`config.mk`:
```
export PLATFORM = sky130hd
export DESIGN_NAME = dim_monitor
export DESIGN_NICKNAME = d
export VERILOG_FILES = /design/src/verilog/dim_monitor.v /design/src/verilog/dim_in_cond.v /design/src/verilog/dim_timer.v
export VERILOG_INCLUDE_DIRS = /design/src /design/src/common
export SDC_FILE = /design/constraint.sdc
export NUM_CORES = 1
export LEC_CHECK = 0
export ABC_AREA = 1
export BUFFER_PORTS_ARGS = -buffer_cell sky130_fd_sc_hd__buf_4
export CORE_MARGIN = 4
export CORE_UTILIZATION = 45
export DETAILED_ROUTE_END_ITERATION = 6
export GPL_TIMING_DRIVEN = 0
export PLACE_DENSITY = 0.73
export SLEW_MARGIN = 20
export SYNTH_ARGS = -nofsm -noshare
export SYNTH_HDL_FRONTEND = slang
export SYNTH_SLANG_ARGS = --single-unit
```
`constraint.sdc`:
```
create_clock -name mclk -period 2.9 [get_ports mclk]
set_clock_uncertainty 0.1 [all_clocks]
set_input_delay 0.725 -clock mclk [delete_from_list [all_inputs] [get_ports mclk]]
set_output_delay 0.725 -clock mclk [all_outputs]
set_load 0.02 [all_outputs]
```
`src/common/dim_consts.vh`:
```
// Function
// - Either or both safety inputs off: enter safe state, cut motor current, show indication.
// - Both safety inputs off: assert stop monitor output and enter safe state.
// - Both safety inputs back on: leave safe state, enter operating state.
// - One safety input off is enough for safe state, other may stay on.
// - Inputs disagreeing longer than ten seconds raise the disconnect alarm.
// - Forward limit on permits forward motion; off prohibits it and reports overtravel.
// - Reverse limit on permits reverse motion; off prohibits it and reports overtravel.
// - Forward limit disable: 0 honours input, 1 ignores it; applied at restart.
// - Reverse limit disable: 0 honours input, 1 ignores it; applied at restart.
// - Overtravel limiting off when no input carries function code 1 or 2.
// - Stop monitor output asserts within 5 ms of both safety inputs off.
// - Motor current cut within 5 ms of safety inputs turning off.
// - Safe-state and alarm reset only accepted while both safety inputs are on.
// - Off pulses under 1 ms ignored; safety controller keeps them shorter.
`ifndef DIM_CONSTS_VH
`define DIM_CONSTS_VH

// ----------------------------------------------------------------------
// timing
// ----------------------------------------------------------------------
`define DIM_CLK_HZ        100000000
`define DIM_FILT_US       1000
`define DIM_FILT_CYC      ((`DIM_CLK_HZ / 1000000) * `DIM_FILT_US)
`define DIM_DISC_S        10
`define DIM_DISC_CYC      (`DIM_CLK_HZ * `DIM_DISC_S)

// ----------------------------------------------------------------------
// register offsets
// ----------------------------------------------------------------------
`define DIM_OFF_CFG       12'h000
`define DIM_OFF_CMD       12'h004
`define DIM_OFF_STAT      12'h008
`define DIM_OFF_MASK      12'h00C
`define DIM_OFF_LIVE      12'h010

// ----------------------------------------------------------------------
// config fields
// ----------------------------------------------------------------------
`define DIM_CFG_FWDDIS    0
`define DIM_CFG_REVDIS    1
`define DIM_CFG_OTS_LO    2
`define DIM_CFG_OTS_HI    3
`define DIM_CFG_MAP_LO    4
`define DIM_CFG_MAP_HI    11
`define DIM_CFG_RESET     12'h210
`define DIM_CODE_FWD      4'h1
`define DIM_CODE_REV      4'h2
`define DIM_MAP_RESET     8'h21

// ----------------------------------------------------------------------
// command bits
// ----------------------------------------------------------------------
`define DIM_CMD_RESTART   0
`define DIM_CMD_ALMCLR    1

// ----------------------------------------------------------------------
// event bits (status and mask share layout)
// ----------------------------------------------------------------------
`define DIM_EV_SAFEIN     0
`define DIM_EV_SAFEOUT    1
`define DIM_EV_ALARM      2
`define DIM_EV_FWDOT      3
`define DIM_EV_REVOT      4
`define DIM_EV_W          5

`endif

```
`src/verilog/dim_monitor.v`:
```
// Local design decisions: the APB interface to the registers and the register offsets.
`timescale 1ns/1ps
`default_nettype none
`include "dim_consts.vh"
module dim_monitor #(
  parameter FILT_CYC = `DIM_FILT_CYC,
  parameter DISC_CYC = `DIM_DISC_CYC
) (
  // clock and reset
  input  wire        mclk,
  input  wire        arst_n,
  // apb slave
  input  wire        psel,
  input  wire        penable,
  input  wire        pwrite,
  input  wire [11:0] paddr,
  input  wire [31:0] pwdata,
  output reg  [31:0] prdata,
  output reg         pready,
  output reg         pslverr,
  // safety and limit inputs
  input  wire        safetyInputA,
  input  wire        safetyInputB,
  input  wire        forwardLimitInput,
  input  wire        reverseLimitInput,
  // drive side
  output reg         torqueEnable,
  output reg         safeStateIndication,
  output reg         stopMonitorOutput,
  output reg         safetyDisconnectAlarm,
  output reg         forwardAllow,
  output reg         reverseAllow,
  output reg         forwardOvertravel,
  output reg         reverseOvertravel,
  output reg  [1:0]  overtravelStopSelect,
  // interrupt
  output reg         irq
);

  // ----------------------------------------------------------------------
  // input conditioning
  // ----------------------------------------------------------------------
  wire [3:0] cond;
  wire       inA;
  wire       inB;
  wire       fwdIn;
  wire       revIn;

  dim_in_cond #(
    .N    (4),
    .CW   (17),
    .FILT (FILT_CYC)
  ) uCond (
    .mclk      (mclk),
    .arst_n    (arst_n),
    .rawIn     ({reverseLimitInput, forwardLimitInput, safetyInputB, safetyInputA}),
    .stableOut (cond)
  );

  assign inA   = cond[0];
  assign inB   = cond[1];
  assign fwdIn = cond[2];
  assign revIn = cond[3];

  // ----------------------------------------------------------------------
  // disagreement timer
  // ----------------------------------------------------------------------
  wire discExpired;

  dim_timer #(
    .CW    (30),
    .LIMIT (DISC_CYC)
  ) uDisc (
    .mclk    (mclk),
    .arst_n  (arst_n),
    .run     (inA ^ inB),
    .expired (discExpired)
  );

  // ----------------------------------------------------------------------
  // apb decode
  // ----------------------------------------------------------------------
  wire access;
  wire wrEn;
  wire rdEn;
  wire hitCfg;
  wire hitCmd;
  wire hitStat;
  wire hitMask;
  wire hitLive;
  wire hitAny;

  // one wait state: pready rises in the second access cycle
  assign access  = psel & penable & pready;
  assign wrEn    = access & pwrite;
  assign rdEn    = access & ~pwrite;
  assign hitCfg  = (paddr == `DIM_OFF_CFG);
  assign hitCmd  = (paddr == `DIM_OFF_CMD);
  assign hitStat = (paddr == `DIM_OFF_STAT);
  assign hitMask = (paddr == `DIM_OFF_MASK);
  assign hitLive = (paddr == `DIM_OFF_LIVE);
  assign hitAny  = hitCfg | hitCmd | hitStat | hitMask | hitLive;

  // ----------------------------------------------------------------------
  // configuration: written copy and copy in effect
  // ----------------------------------------------------------------------
  reg [11:0] cfg_q;
  reg        fwdDis_q;
  reg        revDis_q;
  reg [7:0]  map_q;
  wire       restartCmd;
  wire       almClrCmd;

  assign restartCmd = wrEn & hitCmd & pwdata[`DIM_CMD_RESTART];
  assign almClrCmd  = wrEn & hitCmd & pwdata[`DIM_CMD_ALMCLR];

  always @(posedge mclk or negedge arst_n) begin
    if (!arst_n) begin
      cfg_q <= `DIM_CFG_RESET;
    end else if (wrEn & hitCfg) begin
      cfg_q <= pwdata[11:0];
    end
  end

  // settings take effect only at restart, which is accepted in any state, even with torque on
  always @(posedge mclk or negedge arst_n) begin
    if (!arst_n) begin
      fwdDis_q             <= 1'b0;
      revDis_q             <= 1'b0;
      overtravelStopSelect <= 2'h0;
      map_q                <= `DIM_MAP_RESET;
    end else if (restartCmd) begin
      fwdDis_q             <= cfg_q[`DIM_CFG_FWDDIS];
      revDis_q             <= cfg_q[`DIM_CFG_REVDIS];
      overtravelStopSelect <= cfg_q[`DIM_CFG_OTS_HI:`DIM_CFG_OTS_LO];
      map_q                <= cfg_q[`DIM_CFG_MAP_HI:`DIM_CFG_MAP_LO];
    end
  end

  // ----------------------------------------------------------------------
  // overtravel evaluation
  // ----------------------------------------------------------------------
  wire limitUsed;
  wire fwdHonour;
  wire revHonour;
  wire fwdOtNow;
  wire revOtNow;

  assign limitUsed = (map_q[3:0] == `DIM_CODE_FWD) | (map_q[7:4] == `DIM_CODE_FWD) |
                     (map_q[3:0] == `DIM_CODE_REV) | (map_q[7:4] == `DIM_CODE_REV);
  assign fwdHonour = limitUsed & ~fwdDis_q;
  assign revHonour = limitUsed & ~revDis_q;
  // each direction looks at its own switch only
  assign fwdOtNow  = fwdHonour & ~fwdIn;
  assign revOtNow  = revHonour & ~revIn;

  // ----------------------------------------------------------------------
  // safe state and alarm
  // ----------------------------------------------------------------------
  wire bothOn;
  wire bothOff;
  wire safeNow;

  assign bothOn  = inA & inB;
  assign bothOff = ~inA & ~inB;
  // one input off already drops torque; waiting for both would hide a broken channel
  assign safeNow = ~bothOn;

  // ----------------------------------------------------------------------
  // channel state, one-hot: both on, channels disagree, both off
  // ----------------------------------------------------------------------
  localparam [2:0] ST_RUN   = 3'b001;
  localparam [2:0] ST_SPLIT = 3'b010;
  localparam [2:0] ST_SAFE  = 3'b100;

  reg [2:0] state_q;
  reg [2:0] state_d;

  // every state is left on the filtered levels alone, so a stuck channel
  // can never hold the drive in the operating state
  always @* begin
    state_d = state_q;
    case (state_q)
      ST_RUN: begin
        if (bothOff) begin
          state_d = ST_SAFE;
        end else if (safeNow) begin
          state_d = ST_SPLIT;
        end
      end
      ST_SPLIT: begin
        if (bothOn) begin
          state_d = ST_RUN;
        end else if (bothOff) begin
          state_d = ST_SAFE;
        end
      end
      ST_SAFE: begin
        // torque returns only with both channels on
        if (bothOn) begin
          state_d = ST_RUN;
        end else if (!bothOff) begin
          state_d = ST_SPLIT;
        end
      end
      default: begin
        state_d = ST_SAFE;
      end
    endcase
  end

  always @(posedge mclk or negedge arst_n) begin
    if (!arst_n) begin
      state_q <= ST_SAFE;
    end else begin
      state_q <= state_d;
    end
  end

  always @(posedge mclk or negedge arst_n) begin
    if (!arst_n) begin
      torqueEnable        <= 1'b0;
      safeStateIndication <= 1'b1;
      stopMonitorOutput   <= 1'b0;
      forwardAllow        <= 1'b0;
      reverseAllow        <= 1'b0;
      forwardOvertravel   <= 1'b0;
      reverseOvertravel   <= 1'b0;
    end else begin
      torqueEnable        <= (state_d == ST_RUN);
      safeStateIndication <= (state_d != ST_RUN);
      stopMonitorOutput   <= (state_d == ST_SAFE);
      forwardAllow        <= ~fwdOtNow;
      reverseAllow        <= ~revOtNow;
      forwardOvertravel   <= fwdOtNow;
      reverseOvertravel   <= revOtNow;
    end
  end

  // alarm is latched; clearing is only honoured with both channels healthy
  always @(posedge mclk or negedge arst_n) begin
    if (!arst_n) begin
      safetyDisconnectAlarm <= 1'b0;
    end else if (discExpired) begin
      safetyDisconnectAlarm <= 1'b1;
    end else if (almClrCmd & bothOn) begin
      safetyDisconnectAlarm <= 1'b0;
    end
  end

  // ----------------------------------------------------------------------
  // events, sticky status, interrupt
  // ----------------------------------------------------------------------
  wire [`DIM_EV_W-1:0] stat_q;
  reg  [`DIM_EV_W-1:0] mask_q;
  wire [`DIM_EV_W-1:0] evNow;

  assign evNow[`DIM_EV_SAFEIN]  = (state_q == ST_RUN) & (state_d != ST_RUN);
  assign evNow[`DIM_EV_SAFEOUT] = (state_q != ST_RUN) & (state_d == ST_RUN);
  assign evNow[`DIM_EV_ALARM]   = discExpired & ~safetyDisconnectAlarm;
  assign evNow[`DIM_EV_FWDOT]   = fwdOtNow & ~forwardOvertravel;
  assign evNow[`DIM_EV_REVOT]   = revOtNow & ~reverseOvertravel;

  // a new event in the clearing read wins; only bits that were read are cleared,
  // so an event landing between data capture and the clear is not lost
  genvar e;
  generate
    for (e = 0; e < `DIM_EV_W; e = e + 1) begin : gStat
      reg sticky_q;
      always @(posedge mclk or negedge arst_n) begin
        if (!arst_n) begin
          sticky_q <= 1'b0;
        end else if (evNow[e]) begin
          sticky_q <= 1'b1;
        end else if (rdEn & hitStat & prdata[e]) begin
          sticky_q <= 1'b0;
        end
      end
      assign stat_q[e] = sticky_q;
    end
  endgenerate

  always @(posedge mclk or negedge arst_n) begin
    if (!arst_n) begin
      mask_q <= {`DIM_EV_W{1'b0}};
    end else if (wrEn & hitMask) begin
      mask_q <= pwdata[`DIM_EV_W-1:0];
    end
  end

  always @(posedge mclk or negedge arst_n) begin
    if (!arst_n) begin
      irq <= 1'b0;
    end else begin
      irq <= |(stat_q & mask_q);
    end
  end

  // ----------------------------------------------------------------------
  // apb answer
  // ----------------------------------------------------------------------
  reg [31:0] rdMux;

  always @* begin
    rdMux = 32'h0000_0000;
    if (hitCfg) begin
      rdMux[11:0] = cfg_q;
    end else if (hitStat) begin
      rdMux[`DIM_EV_W-1:0] = stat_q;
    end else if (hitMask) begin
      rdMux[`DIM_EV_W-1:0] = mask_q;
    end else if (hitLive) begin
      rdMux[0]     = inA;
      rdMux[1]     = inB;
      rdMux[2]     = fwdIn;
      rdMux[3]     = revIn;
      rdMux[4]     = safeStateIndication;
      rdMux[5]     = stopMonitorOutput;
      rdMux[6]     = safetyDisconnectAlarm;
      rdMux[7]     = forwardOvertravel;
      rdMux[8]     = reverseOvertravel;
      rdMux[9]     = fwdDis_q;
      rdMux[10]    = revDis_q;
      rdMux[11]    = limitUsed;
      rdMux[13:12] = overtravelStopSelect;
      rdMux[21:14] = map_q;
    end
  end

  always @(posedge mclk or negedge arst_n) begin
    if (!arst_n) begin
      pready  <= 1'b0;
      pslverr <= 1'b0;
      prdata  <= 32'h0000_0000;
    end else if (psel & penable & ~pready) begin
      pready  <= 1'b1;
      pslverr <= ~hitAny;
      prdata  <= pwrite ? 32'h0000_0000 : rdMux;
    end else begin
      pready  <= 1'b0;
      pslverr <= 1'b0;
      prdata  <= 32'h0000_0000;
    end
  end

endmodule // dim_monitor
`default_nettype wire

```
`src/verilog/dim_in_cond.v`:
```
`timescale 1ns/1ps
`default_nettype none
module dim_in_cond #(
  parameter N    = 4,
  parameter CW   = 17,
  parameter FILT = 100000
) (
  // clock and reset
  input  wire          mclk,
  input  wire          arst_n,
  // raw and conditioned levels
  input  wire [N-1:0]  rawIn,
  output wire [N-1:0]  stableOut
);

  genvar g;
  generate
    for (g = 0; g < N; g = g + 1) begin : gBit
      reg          meta_q;
      reg          sync_q;
      reg          stable_q;
      reg [CW-1:0] cnt_q;
      // meta_q is read by sync_q only
      always @(posedge mclk or negedge arst_n) begin
        if (!arst_n) begin
          meta_q   <= 1'b0;
          sync_q   <= 1'b0;
          stable_q <= 1'b0;
          cnt_q    <= {CW{1'b0}};
        end else begin
          meta_q <= rawIn[g];
          sync_q <= meta_q;
          // a level is believed only after it held for FILT cycles
          if (sync_q == stable_q) begin
            cnt_q <= {CW{1'b0}};
          end else if (cnt_q >= FILT[CW-1:0] - 1'b1) begin
            stable_q <= sync_q;
            cnt_q    <= {CW{1'b0}};
          end else begin
            cnt_q <= cnt_q + 1'b1;
          end
        end
      end
      assign stableOut[g] = stable_q;
    end
  endgenerate

endmodule // dim_in_cond
`default_nettype wire

```
`src/verilog/dim_timer.v`:
```
`timescale 1ns/1ps
`default_nettype none
module dim_timer #(
  parameter CW    = 30,
  parameter LIMIT = 1000000000
) (
  // clock and reset
  input  wire mclk,
  input  wire arst_n,
  // run level and expiry
  input  wire run,
  output reg  expired
);

  reg [CW-1:0] cnt_q;

  // counts while run holds; any drop restarts the wait
  always @(posedge mclk or negedge arst_n) begin
    if (!arst_n) begin
      cnt_q   <= {CW{1'b0}};
      expired <= 1'b0;
    end else if (!run) begin
      cnt_q   <= {CW{1'b0}};
      expired <= 1'b0;
    end else if (cnt_q >= LIMIT[CW-1:0]) begin
      expired <= 1'b1;
    end else begin
      cnt_q <= cnt_q + 1'b1;
    end
  end

endmodule // dim_timer
`default_nettype wire

```
==> flow_summary.ini <==
[outcome]
status = completed

[placement]
placed_cell_area_um2 = 10500
placed_cells = 1604
gp_congestion = 0.959
place_worst_setup_slack_ps = 506
port_buffers = 66
dp.final_hpwl_mm = 17.0

[grt]
antenna_found_initial = 0
grt_pass1_vias = 7894
busiest_layer = met2
use_met3_pct = 3.97
gr-total-overflow = 0
grt_util_all_layers_pct = 19.5
use_met2_pct = 31.6
grt_max_degree = 102
met1_usage_pct = 27.2
grt_pass1_wl_mm = 38.3

[clock_tree]
clk_latency_ps = 440
cts_tree = built
cts_root_buf = clkbuf_16
cts.repair.resized = 0
htree_levels = 4
post_cts_buffers = 0
cts.sinks = 181
cts_buffers = 17
path_clk_slew_ps = 80
cts_hold_buf = 0
clockBufferDepth = 2

[critical_path]
cpPeakStageDelay_ps = 530
start_kind = flip-flop
critPathArrivalTime_ps = 2400
path_cells = inv_1 > ha_1 > clkbuf_1 > buf_1 > nand4_1 > nand2_1
cp-startpoint = uCond.gBit[1].stable_q$_DFFE_PN0P_
slowest_stage = buf_1
crit_fanout = 10
worstPathRequired_ps = 3180
crit_path_end_kind = flip-flop
reg2reg_from = uCond.gBit[1].stable_q$_DFFE_PN0P_
worstSetupPathType = flip-flop to flip-flop
reg2reg_depth = 6

[finish]
fin_area_um2 = 11200
drive_above_1_share_pct = 11.3
instances_no_fill = 1636
antenna_cells = 0
final-seq-area_um2 = 4540
area_delta_synth_final_pct = 16.0
multi_input_area_um2 = 4350
final_core_util_pct = 53.1
fillCellCount = 1969
fin_nets = 1411

[timing]
fin_crit_sh_pct = 73.1
fin_hold_ws_ps = 137
fin_ws_ps = 779
fin_setup_tns_ps = 0
hold_viol = 0
fmax_ghz = 0.472
max_slew_margin_pct = 58.4
grt_setup_unrepaired = no
worstMarginPinSlew_ps = 625
slew_violations = 0
setup_viol = 0
period_minus_slack_ps = 2120

[die]
coreArea_um2 = 21000
num_io_pins = 98
die_x_um = 154
fp-row-count = 53
die_y_um = 154
dieArea_um2 = 23800
initial_core_util_pct = 45.8

[route]
drtPass1Iterations = 5
route.detailed.drc = 0
wl_per_cell_um = 14.0
avgViaCountPerCell = 5.14
ant_nets = 0
drt-initial-drc-count = 702
wirelength_mm = 22.9
vias = 8416

[power]
ir_drop_v = 0.000350
power.total_mw = 5.22
p_leak_nw = 5.06
cellPowerDensity_nw_per_um2 = 467

[logic_synthesis]
synth-seq-cells = 181
seq_area_frac_synth_pct = 47.1
syn_inst = 1253
yosys_warnings = 0
synthArstFlopShare_pct = 100
ys_types = 39
synth-edff-count = 0
syn_area_um2 = 9630
synthFlopType = dfrtp_1
avgSynthCellArea_um2 = 7.68

[worst_hold_path]
hp-class = primary input to async pin

[flow_run]
maxCapViolations = 0
-- kinds of logic (layout without fill, tap and decap cells) --
| logic type | after synthesis | after routing | share of synthesized area, % |
|---|---|---|---|
| fa+ha+maj | 10 | 10 | 1.30 |
| compound gates | 92 | 92 | 5.04 |
| buf+inv | 180 | 279 | 8.08 |
| simple gates | 734 | 734 | 33.4 |
| flops | 181 | 181 | 47.1 |
| xor+xnor | 55 | 55 | 5.00 |
| other cells | 1 | 10 | 0.0390 |
-- power breakdown --
group | internal, mW | switching, mW | leakage (nW) | total (mW)
Sequential | 2.54 | 0.0196 | 2.40 | 2.56
Clock | 1.33 | 1.13 | 0.306 | 2.46
Combinational | 0.0697 | 0.126 | 2.36 | 0.195
Total | 3.94 | 1.28 | 5.06 | 5.22
-- layer usage --
metal | part of all wire (%) | vias up
li1 | - | 4191
met5 | 0 | -
met3 | 5.1 | 22
met1 | 45 | 3996
met2 | 48 | 207
met4 | 1.2 | 0
-- placed cells by master (no fill, tap or decap), types with 2 or more instances in the layout --
| cell | instances |
|---|---|
| a41oi_1 | 3 |
| nor3_1 | 32 |
| dfstp_2 | 6 |
| nand4_1 | 43 |
| or2_2 | 3 |
| inv_1 | 143 |
| o21ai_0 | 45 |
| a21oi_1 | 30 |
| nor3b_1 | 6 |
| buf_6 | 5 |
| clkinv_4 | 2 |
| buf_2 | 8 |
| xor2_1 | 40 |
| nand2_1 | 283 |
| ha_1 | 10 |
| clkinv_8 | 3 |
| buf_1 | 2 |
| o21bai_1 | 2 |
| nor2_4 | 4 |
| o21ai_1 | 9 |
| nor2_2 | 4 |
| nand3b_1 | 10 |
| clkinv_2 | 2 |
| inv_6 | 2 |
| bufinv_16 | 2 |
| dfrtp_1 | 175 |
| buf_4 | 79 |
| nand2_2 | 3 |
| nor2_1 | 215 |
| inv_8 | 5 |
| nand3_1 | 124 |
| clkbuf_1 | 5 |
| xnor2_1 | 15 |
| nand4_2 | 2 |
| clkbuf_16 | 17 |
| conb_1 | 10 |
-- final cells by class --
type,count,area share (%)
buffer,34,2.04
clock buffer,17,3.81
clock inverter,15,1.86
inverter,146,4.93
multi-input combinational,901,38.9
sequential,181,40.6
tap,275,3.08
timing repair buffer,67,4.75
-- critical path: cells and delay by family (launching register included) --
family	cells	cell delay (ps)
fa+ha+maj	1	300
buf+inv	3	900
flops	1	470
simple gates	2	300
-- final timing paths --
kind / slack [ps] / end
min in group mclk: 260 / uCond.gBit[3].sync_q$_DFF_PN0_
hold reg to reg: 260 / uCond.gBit[3].sync_q$_DFF_PN0_
max in group asynchronous: 1670 / cfg_q[4]$_DFFE_PN1P_
setup / recovery: 780 / uDisc.cnt_q[26]$_DFFE_PN0P_
hold / removal: 140 / uCond.gBit[3].cnt_q[11]$_DFF_PN0_
setup reg to reg: 780 / uDisc.cnt_q[26]$_DFFE_PN0P_
-- registers in the layout (all words and copies together), names as in the netlist, 2 cells and up --
name                  count
uCond.gBit.stable_q       4
prdata                   22
mask_q                    5
cfg_q                    12
uDisc.cnt_q              30
overtravelStopSelect      2
map_q                     8
uCond.gBit.sync_q         4
uCond.gBit.meta_q         4
uCond.gBit.cnt_q         68
gStat.sticky_q            5
state_q                   3
-- cells in the mapped netlist (3+ instances only) --
cell | number | share of area, %
nand2_1 | 283 | 11
nor2_1 | 215 | 8.4
dfrtp_1 | 175 | 45
inv_1 | 143 | 5.6
nand3_1 | 124 | 6.4
o21ai_0 | 45 | 2.3
nand4_1 | 43 | 2.8
xor2_1 | 40 | 3.6
nor3_1 | 32 | 1.7
a21oi_1 | 30 | 1.6
xnor2_1 | 15 | 1.4
buf_4 | 14 | 1.1
ha_1 | 10 | 1.3
nand3b_1 | 10 | 0.78
o21ai_1 | 9 | 0.47
buf_2 | 8 | 0.42
dfstp_2 | 6 | 1.6
nor3b_1 | 6 | 0.47
buf_6 | 5 | 0.58
clkbuf_1 | 5 | 0.19
nor2_2 | 4 | 0.26
nor2_4 | 4 | 0.47
a41oi_1 | 3 | 0.27
nand2_2 | 3 | 0.19
or2_2 | 3 | 0.19
No activity file was read; power rests on OpenSTA's default activity.
